$ cat src/gdl_params.svh
// Constants shared by both ends of the gate drive lockout link
`ifndef GDL_PARAMS_SVH
`define GDL_PARAMS_SVH

`define GDL_CLK_PERIOD_NS 4
`define GDL_T_EN_TO_LS_NS 280
`define GDL_T_MIN_PULSE_NS 100
`define GDL_T_BOOT_CHARGE_NS 1000
`define GDL_T_POWER_UP_NS 2000000
`define GDL_EN_TO_LS_CYC ((`GDL_T_EN_TO_LS_NS + `GDL_CLK_PERIOD_NS - 1) / `GDL_CLK_PERIOD_NS)
`define GDL_MIN_PULSE_CYC ((`GDL_T_MIN_PULSE_NS + `GDL_CLK_PERIOD_NS - 1) / `GDL_CLK_PERIOD_NS)
`define GDL_BOOT_CHARGE_CYC ((`GDL_T_BOOT_CHARGE_NS + `GDL_CLK_PERIOD_NS - 1) / `GDL_CLK_PERIOD_NS)
`define GDL_POWER_UP_CYC ((`GDL_T_POWER_UP_NS + `GDL_CLK_PERIOD_NS - 1) / `GDL_CLK_PERIOD_NS)

// Command bytes
`define GDL_CMD_STATUS_0 8'h00
`define GDL_CMD_STATUS_1 8'h01
`define GDL_CMD_CLEAR_INT_0 8'h6C
`define GDL_CMD_CLEAR_INT_1 8'h6D
`define GDL_CMD_DEAD_ZERO 8'h80
`define GDL_CMD_DEAD_CAL 8'h81
`define GDL_CMD_MASK_LO_HI 4'h2
`define GDL_CMD_MASK_HI_HI 4'h3
`define GDL_CMD_MODE_HI 3'h2
`define GDL_MODE_LOCK_BIT 0

// Interrupt flag positions
`define GDL_FLAG_FAULT 0
`define GDL_FLAG_LOCKOUT 1

// Controller register offsets and fields
`define GDL_REG_CTRL 4'h0
`define GDL_REG_CFG 4'h4
`define GDL_REG_STATUS 4'h8
`define GDL_CTRL_FULL_INIT 0
`define GDL_CTRL_RECOVER 1
`define GDL_CTRL_STANDBY 2
`define GDL_CFG_RESET 32'h1910_00F0

`endif

$ cat src/gdl_pkg.sv
// Types shared by the gate drive lockout device and controller
package gdl_pkg;
   typedef enum logic [1:0] {
      GDL_DEV_OFF,
      GDL_DEV_POWERUP,
      GDL_DEV_STANDBY,
      GDL_DEV_RUN
   } gdl_dev_state_type;

   typedef enum logic [3:0] {
      GDL_CTL_IDLE,
      GDL_CTL_PU_WAIT,
      GDL_CTL_SEND,
      GDL_CTL_EN_WAIT,
      GDL_CTL_HS_SET,
      GDL_CTL_LS_ON,
      GDL_CTL_LS_OFF,
      GDL_CTL_HS_ON,
      GDL_CTL_HS_OFF
   } gdl_ctl_state_type;

   typedef logic [7:0] gdl_byte_type;
   typedef logic [2:0] gdl_phase_type;
endpackage : gdl_pkg

$ cat src/gdl_link_if.sv
// Pin level link between the microcontroller end and the pre-driver end
interface gdl_link_if;
   logic reset_input_n;
   logic enable_input_one;
   logic enable_input_two;
   logic phase_a_low_side_input;
   logic phase_b_low_side_input;
   logic phase_c_low_side_input;
   logic phase_a_high_side_input_n;
   logic phase_b_high_side_input_n;
   logic phase_c_high_side_input_n;
   logic cmd_valid;
   logic [7:0] cmd;
   logic [7:0] resp;
   logic irq;

   modport dev (
      input reset_input_n, enable_input_one, enable_input_two,
      input phase_a_low_side_input, phase_b_low_side_input, phase_c_low_side_input,
      input phase_a_high_side_input_n, phase_b_high_side_input_n, phase_c_high_side_input_n,
      input cmd_valid, cmd,
      output resp, irq
   );

   modport ctl (
      output reset_input_n, enable_input_one, enable_input_two,
      output phase_a_low_side_input, phase_b_low_side_input, phase_c_low_side_input,
      output phase_a_high_side_input_n, phase_b_high_side_input_n, phase_c_high_side_input_n,
      output cmd_valid, cmd,
      input resp, irq
   );
endinterface : gdl_link_if

$ cat src/gdl_dev.sv
// Pre-driver control end: standby, fault lockout, init sequence and command port
`include "gdl_params.svh"

// Functional notes
// RULE1: Standby or fault: gates low, high side locked.
// RULE2: Recovery low side pulse may be 100 ns.
// RULE3: Recovery starts with clear-interrupt commands.
// RULE4: Outputs respond only with both enables high.
// RULE5: Low side pulse lasts at least 100 ns.
// RULE6: High side low for dead time plus 100 ns.
// RULE7: All high sides on gives recirculation, no motion.
// RULE8: Toggle end restores drive, gates shorted, off.
// RULE9: Inputs edge sensitive; early high edge stays locked.
// RULE10: First low side rise after both enables.
// RULE11: Wait 280 ns after enables before low side.
// RULE12: Each phase accepts separate or tied inputs.
// RULE13: Reset rise powers up, starts configured pump.
// RULE14: Power-up clears flags with both clear commands.
// RULE15: Mask command upper nibble 0010 or 0011.
// RULE16: Dead time zeroed or calibrated before enabling.
// RULE17: Lock bit freezes mode against later changes.
// RULE18: Ordered high/low side sequence after enables.
// RULE19: Low side on when input is one.
// RULE20: High side on when input is zero.
// RULE21: Command answer returns in the next transfer.
// RULE22: Interrupt: query both status, act, then clear.
module gdl_dev #(
   parameter int POWER_UP_CYC = `GDL_POWER_UP_CYC,
   parameter int WAKE_CYC = `GDL_EN_TO_LS_CYC
) (
   input wire logic clk,
   input wire logic rst_n,
   gdl_link_if.dev link,
   input wire logic fault,
   input wire gdl_pkg::gdl_phase_type tied_mode,
   input wire logic pump_configured,
   output gdl_pkg::gdl_phase_type low_side_gate,
   output gdl_pkg::gdl_phase_type high_side_gate,
   output gdl_pkg::gdl_phase_type gate_source_short,
   output gdl_pkg::gdl_phase_type high_side_locked,
   output logic recirculation,
   output logic charge_pump_on,
   output logic supplies_ready
);
   import gdl_pkg::*;

   initial begin
      if (POWER_UP_CYC < 1 || POWER_UP_CYC > 1048575 || WAKE_CYC < 1 || WAKE_CYC > 1048575) begin
         $error("gdl_dev: count parameter out of range");
      end
   end

   gdl_dev_state_type state;
   gdl_dev_state_type next_state;
   logic [19:0] count;
   logic [19:0] next_count;
   gdl_phase_type ls_prev;
   gdl_phase_type hs_n_prev;
   gdl_phase_type armed;
   gdl_phase_type toggling;
   logic [3:0] flags;
   logic [7:0] mask;
   logic [4:0] mode;
   logic mode_locked;
   logic dead_cal;

   wire enables_high = link.enable_input_one & link.enable_input_two;
   wire running = (state == GDL_DEV_RUN) & ~fault;
   wire gdl_phase_type ls_in = {link.phase_c_low_side_input, link.phase_b_low_side_input,
                                link.phase_a_low_side_input};
   wire gdl_phase_type hs_n_pin = {link.phase_c_high_side_input_n,
                                   link.phase_b_high_side_input_n,
                                   link.phase_a_high_side_input_n};
   // A tied phase sees one level: 1 is low side on, 0 is high side on
   wire gdl_phase_type hs_n_in = (tied_mode & ls_in) | (~tied_mode & hs_n_pin); // [RULE12]
   wire gdl_phase_type ls_eff = ls_in & ~tied_mode | ls_in & tied_mode;
   wire gdl_phase_type ls_rise = ls_eff & ~ls_prev; // [RULE9]
   wire gdl_phase_type hs_fall = ~hs_n_in & hs_n_prev; // [RULE9]
   wire gdl_phase_type hs_rise = hs_n_in & ~hs_n_prev;

   // Command decode
   wire cmd_clear0 = link.cmd_valid & (link.cmd == `GDL_CMD_CLEAR_INT_0);
   wire cmd_clear1 = link.cmd_valid & (link.cmd == `GDL_CMD_CLEAR_INT_1);
   wire cmd_mask_lo = link.cmd_valid & (link.cmd[7:4] == `GDL_CMD_MASK_LO_HI);
   wire cmd_mask_hi = link.cmd_valid & (link.cmd[7:4] == `GDL_CMD_MASK_HI_HI);
   wire cmd_mode = link.cmd_valid & (link.cmd[7:5] == `GDL_CMD_MODE_HI);
   wire cmd_dead_zero = link.cmd_valid & (link.cmd == `GDL_CMD_DEAD_ZERO);
   wire cmd_dead_cal = link.cmd_valid & (link.cmd == `GDL_CMD_DEAD_CAL);
   wire cmd_status1 = link.cmd_valid & (link.cmd == `GDL_CMD_STATUS_1);
   wire [7:0] answer = cmd_status1 ? {mode_locked, dead_cal, 1'b0, mode} :
                       {mask[3:0], flags};
   wire lockout_event = |(hs_fall & high_side_locked & ~armed) & running;
   wire [3:0] flag_set = {2'b00, lockout_event, fault};
   wire [3:0] flag_clr = {cmd_clear1, cmd_clear1, cmd_clear0, cmd_clear0};

   // Power up, standby and wake sequencing
   always_comb begin
      next_state = state;
      next_count = count;
      case (state)
         GDL_DEV_OFF: begin
            if (link.reset_input_n && !enables_high) begin
               next_state = GDL_DEV_POWERUP; // [RULE13]
               next_count = 20'(POWER_UP_CYC - 1);
            end
         end
         GDL_DEV_POWERUP: begin
            if (count == 20'h0_0000) begin
               next_state = GDL_DEV_STANDBY;
            end else begin
               next_count = count - 20'h0_0001;
            end
         end
         GDL_DEV_STANDBY: begin
            if (!enables_high) begin
               next_count = 20'(WAKE_CYC - 1);
            end else if (count == 20'h0_0000) begin
               next_state = GDL_DEV_RUN; // [RULE11]
            end else begin
               next_count = count - 20'h0_0001;
            end
         end
         GDL_DEV_RUN: begin
            if (!enables_high) begin
               next_state = GDL_DEV_STANDBY; // [RULE1]
               next_count = 20'(WAKE_CYC - 1);
            end
         end
         default: begin
            next_state = GDL_DEV_OFF;
         end
      endcase
      if (!link.reset_input_n) begin
         next_state = GDL_DEV_OFF;
      end
   end

   always_ff @(posedge clk) begin
      if (!rst_n) begin
         state <= GDL_DEV_OFF;
         count <= 20'h0_0000;
      end else begin
         state <= next_state;
         count <= next_count;
      end
   end

   // Per phase lockout and gate drive
   genvar p;
   generate
      for (p = 0; p < 3; p++) begin : g_phase
         always_ff @(posedge clk) begin
            if (!rst_n) begin
               ls_prev[p] <= 1'b0;
               hs_n_prev[p] <= 1'b1;
               armed[p] <= 1'b0;
               toggling[p] <= 1'b0;
               high_side_locked[p] <= 1'b1;
               low_side_gate[p] <= 1'b0;
               high_side_gate[p] <= 1'b0;
               gate_source_short[p] <= 1'b0;
            end else begin
               ls_prev[p] <= ls_eff[p];
               hs_n_prev[p] <= hs_n_in[p];
               if (!running) begin
                  armed[p] <= 1'b0; // [RULE1]
                  toggling[p] <= 1'b0;
                  high_side_locked[p] <= 1'b1;
               end else if (high_side_locked[p]) begin
                  if (ls_rise[p]) begin
                     armed[p] <= 1'b1; // [RULE9] [RULE10]
                  end
                  if (armed[p] && hs_fall[p]) begin
                     toggling[p] <= 1'b1;
                  end
                  if (toggling[p] && hs_rise[p]) begin
                     toggling[p] <= 1'b0; // [RULE8]
                     armed[p] <= 1'b0;
                     high_side_locked[p] <= 1'b0;
                  end
               end
               // Both enables high and the device running, else all gates low
               low_side_gate[p] <= running & ls_eff[p] & hs_n_in[p]; // [RULE4] [RULE19]
               high_side_gate[p] <= running & ~hs_n_in[p] &
                                    (~high_side_locked[p] | toggling[p]); // [RULE20] [RULE7]
               gate_source_short[p] <= running & hs_n_in[p] &
                                       (~high_side_locked[p] | toggling[p]); // [RULE8]
            end
         end
      end
   endgenerate

   // Command port, interrupt flags and configuration
   always_ff @(posedge clk) begin
      if (!rst_n) begin
         flags <= 4'h0;
         mask <= 8'h00;
         mode <= 5'h00;
         mode_locked <= 1'b0;
         dead_cal <= 1'b0;
         link.resp <= 8'h00;
         link.irq <= 1'b0;
         recirculation <= 1'b0;
         charge_pump_on <= 1'b0;
         supplies_ready <= 1'b0;
      end else begin
         flags <= (flags & ~flag_clr) | flag_set; // [RULE14]
         if (cmd_mask_lo) begin
            mask[3:0] <= link.cmd[3:0]; // [RULE15]
         end
         if (cmd_mask_hi) begin
            mask[7:4] <= link.cmd[3:0];
         end
         if (cmd_mode && !mode_locked) begin
            mode <= link.cmd[4:0];
            mode_locked <= link.cmd[`GDL_MODE_LOCK_BIT]; // [RULE17]
         end
         if (cmd_dead_zero) begin
            dead_cal <= 1'b0; // [RULE16]
         end else if (cmd_dead_cal) begin
            dead_cal <= 1'b1;
         end
         if (link.cmd_valid) begin
            link.resp <= answer; // [RULE21]
         end
         link.irq <= |(((flags & ~flag_clr) | flag_set) & ~mask[3:0]); // [RULE22]
         recirculation <= running & (~|hs_n_in) & ~(|high_side_locked & ~(|toggling)); // [RULE7]
         charge_pump_on <= pump_configured & (next_state != GDL_DEV_OFF); // [RULE13]
         supplies_ready <= (next_state == GDL_DEV_STANDBY) | (next_state == GDL_DEV_RUN);
      end
   end

endmodule : gdl_dev

$ cat src/flat_wrapper.sv
// flat-port wrapper written by rule: the top's interface ports become plain ports
module gdl_dev_flat import gdl_pkg::*;
#(
   parameter int POWER_UP_CYC = `GDL_POWER_UP_CYC,
   parameter int WAKE_CYC = `GDL_EN_TO_LS_CYC
)
  (clk, rst_n, fault, tied_mode, pump_configured, low_side_gate, high_side_gate, gate_source_short, high_side_locked, recirculation, charge_pump_on, supplies_ready, link_reset_input_n, link_enable_input_one, link_enable_input_two, link_phase_a_low_side_input, link_phase_b_low_side_input, link_phase_c_low_side_input, link_phase_a_high_side_input_n, link_phase_b_high_side_input_n, link_phase_c_high_side_input_n, link_cmd_valid, link_cmd, link_resp, link_irq);
  gdl_link_if link_i ();
  input wire logic clk;
  input wire logic rst_n;
  input wire logic fault;
  input wire gdl_pkg::gdl_phase_type tied_mode;
  input wire logic pump_configured;
  output gdl_pkg::gdl_phase_type low_side_gate;
  output gdl_pkg::gdl_phase_type high_side_gate;
  output gdl_pkg::gdl_phase_type gate_source_short;
  output gdl_pkg::gdl_phase_type high_side_locked;
  output logic recirculation;
  output logic charge_pump_on;
  output logic supplies_ready;
  input wire logic [$bits(link_i.reset_input_n)-1:0] link_reset_input_n;
  input wire logic [$bits(link_i.enable_input_one)-1:0] link_enable_input_one;
  input wire logic [$bits(link_i.enable_input_two)-1:0] link_enable_input_two;
  input wire logic [$bits(link_i.phase_a_low_side_input)-1:0] link_phase_a_low_side_input;
  input wire logic [$bits(link_i.phase_b_low_side_input)-1:0] link_phase_b_low_side_input;
  input wire logic [$bits(link_i.phase_c_low_side_input)-1:0] link_phase_c_low_side_input;
  input wire logic [$bits(link_i.phase_a_high_side_input_n)-1:0] link_phase_a_high_side_input_n;
  input wire logic [$bits(link_i.phase_b_high_side_input_n)-1:0] link_phase_b_high_side_input_n;
  input wire logic [$bits(link_i.phase_c_high_side_input_n)-1:0] link_phase_c_high_side_input_n;
  input wire logic [$bits(link_i.cmd_valid)-1:0] link_cmd_valid;
  input wire logic [$bits(link_i.cmd)-1:0] link_cmd;
  output wire logic [$bits(link_i.resp)-1:0] link_resp;
  output wire logic [$bits(link_i.irq)-1:0] link_irq;
  assign link_i.reset_input_n = link_reset_input_n;
  assign link_i.enable_input_one = link_enable_input_one;
  assign link_i.enable_input_two = link_enable_input_two;
  assign link_i.phase_a_low_side_input = link_phase_a_low_side_input;
  assign link_i.phase_b_low_side_input = link_phase_b_low_side_input;
  assign link_i.phase_c_low_side_input = link_phase_c_low_side_input;
  assign link_i.phase_a_high_side_input_n = link_phase_a_high_side_input_n;
  assign link_i.phase_b_high_side_input_n = link_phase_b_high_side_input_n;
  assign link_i.phase_c_high_side_input_n = link_phase_c_high_side_input_n;
  assign link_i.cmd_valid = link_cmd_valid;
  assign link_i.cmd = link_cmd;
  assign link_resp = link_i.resp;
  assign link_irq = link_i.irq;
  gdl_dev #(.POWER_UP_CYC(POWER_UP_CYC), .WAKE_CYC(WAKE_CYC)) u_core (.clk(clk), .rst_n(rst_n), .link(link_i), .fault(fault), .tied_mode(tied_mode), .pump_configured(pump_configured), .low_side_gate(low_side_gate), .high_side_gate(high_side_gate), .gate_source_short(gate_source_short), .high_side_locked(high_side_locked), .recirculation(recirculation), .charge_pump_on(charge_pump_on), .supplies_ready(supplies_ready));
endmodule
$ cat config.mk
export PLATFORM = sky130hd
export DESIGN_NAME = gdl_dev_flat
export DESIGN_NICKNAME = d
export VERILOG_FILES = /design/src/gdl_pkg.sv /design/src/gdl_link_if.sv /design/src/gdl_dev.sv /design/src/flat_wrapper.sv
export VERILOG_INCLUDE_DIRS = /design/src
export SDC_FILE = /design/constraint.sdc
export NUM_CORES = 1
export LEC_CHECK = 0
export BUFFER_PORTS_ARGS = -buffer_cell sky130_fd_sc_hd__buf_2
export CORE_MARGIN = 1
export CORE_UTILIZATION = 56
export DETAILED_ROUTE_END_ITERATION = 16
export PLACE_DENSITY = 0.88
export SLEW_MARGIN = 0
export SYNTH_ARGS = -nofsm -noshare
export SYNTH_HDL_FRONTEND = slang
export SYNTH_SLANG_ARGS = --single-unit
$ cat constraint.sdc
create_clock -name clk -period 2.4 [get_ports clk]
set_input_delay 0.48 -clock clk [delete_from_list [all_inputs] [get_ports clk]]
set_output_delay 0.48 -clock clk [all_outputs]
set_load 0.02 [all_outputs]
==> results summary <==
The number of buffers added on ports came out at 48. In this run the standard cell core region covers between 0.005 and 0.006 mm². In the final layout, the share of cells above drive strength 1 is 20.1%. In this run the worst setup path begins at u_core.count[8].

The share of the core filled with cells in the final layout came out at between 60% and 70%. The worst min-delay path category is primary input to flip-flop. The leakage power figure came out at around 1.6 nW. Summing every instance area after synthesis gives about 0.0032 mm². The startpoint identified for the worst register-to-register timing path is u_core.count[8]. Relative to the synthesized area, the layout overhead comes to 17.4%.

The number of levels in the clock H-tree is 3. The via count is 3060. The minimum period implied by the final worst setup slack is between 2 and 2.5 ns. The met3 track utilization from global routing came out at 5.35%. Based on the critical path, the design can be clocked at up to 442 MHz.

The number of flip-flops and latches in the synthesized netlist is a little over 70. The number of warnings printed during yosys synthesis is 0. After detailed routing, the total wire length is between 7 and 8 mm. After clock tree synthesis, the flow added hold-fix buffers numbering 0.

The largest fanout on the critical path is 9. The clock passes through at most 2 buffers. The number of enable-type register cells in the synthesized netlist came out at 0. The signal on the critical path passes through or4_1 > nor4_4 > a21boi_2 > a221o_1 > and3_1. After detailed routing, the average wire length per cell comes to 15.7 µm. The run finished with clean final reports.

The met1 usage in global routing came out at about a third. After floorplanning, the core was divided into 27 placement rows. The global routing stage identified its most utilized layer as met2. Counting the buffers created by CTS gives 9. TritonCTS built the clock tree. The measured slew at the worst slew-check pin came out at roughly 0.85 ns. The first detailed-routing pass ran for 5 iterations. The DRC marker count from the first detailed-route iteration came out at 300. The final antenna diode count came out at 0. The residual antenna-violating net count after detailed routing is 0. The logic depth of the worst register-to-register path came out at 5.

Leaving out fill and tap cells, the most frequent cell in the layout is sky130_fd_sc_hd__dfxtp_1. In this run the critical register-to-register path is captured at u_core.count[4]. The count of clock tree sinks is between 70 and 80.

Setup repair after global routing left no endpoint under its margin. The global-route wire length before repair came out at 13.0 mm. The final-layout fill cell count came out at between 400 and 500.

Setup slack on the worst reg-to-reg path comes out at 0.14 ns. Following the worst setup path forward leads to its endpoint at u_core.count[4]. The number of nets in the layout is 450.

The largest net degree at the start of global routing is 20. The detailed-route vias per instance is ~6. The count of distinct cell types in the synthesized netlist came out at 63. The die covers roughly 0.0061 mm². For this run, the total global-route usage over all layers was measured as a little over a quarter. The mean post-synth cell area is roughly 9 µm².

The congestion estimate from routability-driven global placement came to about 0.93. The met2 track demand over resource is roughly 45%. The die is 78.1 µm wide. In the synthesized netlist the dominant register cell turns out to be sky130_fd_sc_hd__dfxtp_1. The total of endpoints with negative setup slack in the final report is 0. The maximum vdd ir drop came out at roughly 0.0005 V.

Pin placement for this block handled 49 I/O pins. The count of endpoints failing hold in the final timing report came out at 0. The startpoint class of the critical path is a flip-flop.

The data required time at the worst endpoint came out at around 2.7 ns. The share of the Yosys chip area taken by registers is around 44%. In the layout the commonest cells are 72 x sky130_fd_sc_hd__dfxtp_1, 48 x sky130_fd_sc_hd__nor2_1, 48 x sky130_fd_sc_hd__buf_2. The power density over cell area came out at roughly 730 mW/mm². The number of max-cap violations came out at 0. The insertion delay to the later sink of the worst-skew pair came out at 0.35 ns. The period utilization came out at roughly 94%.

The delay of the slowest critical-path stage is about 0.7 ns. The chip height is roughly 80 µm. The net count of the mapped netlist is ~400. After clock tree synthesis, the clock-pin slew on the worst setup and hold paths is roughly 0.080 ns.

The count of buffers added by post-CTS timing repair for setup came out at 0. The number of antenna violations at the first check in global routing is 0. The effective utilization at floorplan came out at between 50% and 60%. The type of the worst setup path is flip-flop to flip-flop. The element type at the critical path end is a flip-flop. The cell sitting at the root of the clock tree is a sky130_fd_sc_hd__clkbuf_8.

The worst-case headroom to the max-slew limit came out at 42.7%. At the worst endpoint, the arrival time is approximately 2.5 ns. Summed over all failing endpoints, the final setup total negative slack is 0 ns. The area taken by multi-input logic gates is ~0.0017 mm². The number of global-route vias before repair came out at about 3000.

Clock skew on the completed layout was measured at between 0.006 and 0.007 ns. After clock tree synthesis, the repair step resized 0 gates. The async set or reset register ratio after synthesis came out at 0%. The number of pins exceeding their max-slew limit in the final report was 0.

The final routed DRC violation total is 0. The total grt overflow is 0. The sequential standard cell area is ~0.0014 mm².

The post-detailed-placement half-perimeter wirelength came out at ~5.4 mm. Synthesis produced a netlist whose cell count is 368. For this design, the slowest cell found on the critical path is sky130_fd_sc_hd__or4_1.
flip-flops by register name, indices dropped and copies added (netlist names):
signal and flops:
u_core.low_side_gate 3, u_core.toggling 3, u_core.high_side_gate 3, u_core.dead_cal 1, u_core.mode 5, u_core.state 2
u_core.hs_n_prev 3, u_core.link.irq 1, u_core.link.resp 8, u_core.supplies_ready 1, u_core.charge_pump_on 1, u_core.gate_source_short 3
u_core.flags 4, u_core.armed 3, u_core.mask 4, u_core.ls_prev 3, u_core.high_side_locked 3, u_core.recirculation 1
u_core.count 20
critical path: cells and delay by family (launching register included):
kind	cells	cell delay (ns)
compound gates	2	0.46
simple gates	3	1.35
flops	1	0.34
layout make-up:
cell class,count,share of cell area [%]
multi-input cells,272,44.9
repair buffers,58,8.28
clock inverters,6,2.40
flip-flops and latches,72,37.9
inverters,10,0.986
clock buffers,9,3.25
well taps,72,2.37
layer usage:
metal	share of wire, %	wire length (µm)
met3	4.8	374
met5	0	0
met2	50	3900
met4	2.7	213
met1	43	3330
per-stage QoR:
stage | setup WS, ns | hold WS (ns) | instance area [µm²] | total power [mW] | std cells
floorplan | 0.329 | 0.430 | 3240 | 1.60 | 368
global placement | 0.263 | 0.446 | 3590 | 1.71 | 484
detailed placement | 0.171 | 0.462 | 3590 | 1.73 | 484
CTS | 0.159 | 0.363 | 3810 | 2.78 | 499
global route | 0.0594 | 0.379 | 3810 | 2.88 | 499
finish | 0.136 | 0.371 | 3810 | 2.77 | 499
worst min-delay path by stage:
stage / slack, ns / cells after the start / start / to
after detailed placement: 0.46 / 2 / u_core.flags[2] / u_core.flags[2]
after floorplan: 0.43 / 2 / u_core.flags[3] / u_core.flags[3]
after global placement: 0.45 / 2 / u_core.flags[3] / u_core.flags[3]
after global routing: 0.38 / 2 / link_phase_b_low_side_input / u_core.ls_prev[1]
after CTS: 0.36 / 3 / pump_configured / u_core.charge_pump_on
final: 0.37 / 3 / pump_configured / u_core.charge_pump_on
cells in the mapped netlist, types with 4 or more instances:
master                      n  share of area [%]
sky130_fd_sc_hd__a211oi_1   7                1.6
sky130_fd_sc_hd__a21oi_1   20                3.1
sky130_fd_sc_hd__a31oi_1    5               0.96
sky130_fd_sc_hd__and2_1     4               0.77
sky130_fd_sc_hd__and3_1     7                1.4
sky130_fd_sc_hd__clkbuf_1  12                1.4
sky130_fd_sc_hd__dfxtp_1   72                 44
sky130_fd_sc_hd__inv_1      9                1.0
sky130_fd_sc_hd__mux2i_1   18                5.6
sky130_fd_sc_hd__nand2_1   21                2.4
sky130_fd_sc_hd__nand3_1    5               0.77
sky130_fd_sc_hd__nand3b_1   5                1.2
sky130_fd_sc_hd__nor2_1    48                5.6
sky130_fd_sc_hd__nor3_1    14                2.2
sky130_fd_sc_hd__nor3b_1    4               0.93
sky130_fd_sc_hd__nor4_1    10                1.9
sky130_fd_sc_hd__o21a_1     5                1.2
sky130_fd_sc_hd__o21ai_0   30                4.6
sky130_fd_sc_hd__or4_1      4               0.93
power by group:
part           internal (mW)  total (mW)  leakage (nW)  switching (mW)
Clock                  0.587        1.06         0.110           0.470
Combinational          0.170       0.416         0.876           0.247
Sequential              1.25        1.30         0.588          0.0532
cell families (layout without fill, tap and decap cells):
family | count (synthesis) | count (layout) | share of synthesized area (%)
AOI/OAI and AO/OA | 99 | 99 | 19.8
buffers and inverters | 24 | 83 | 2.86
xor gates and xnor gates | 3 | 3 | 0.811
and+or+nand+nor | 148 | 148 | 25.0
DFF | 72 | 72 | 44.5
muxes | 20 | 20 | 6.25
adders and majority gates | 2 | 2 | 0.772
(Power assumes the default switching activity.)
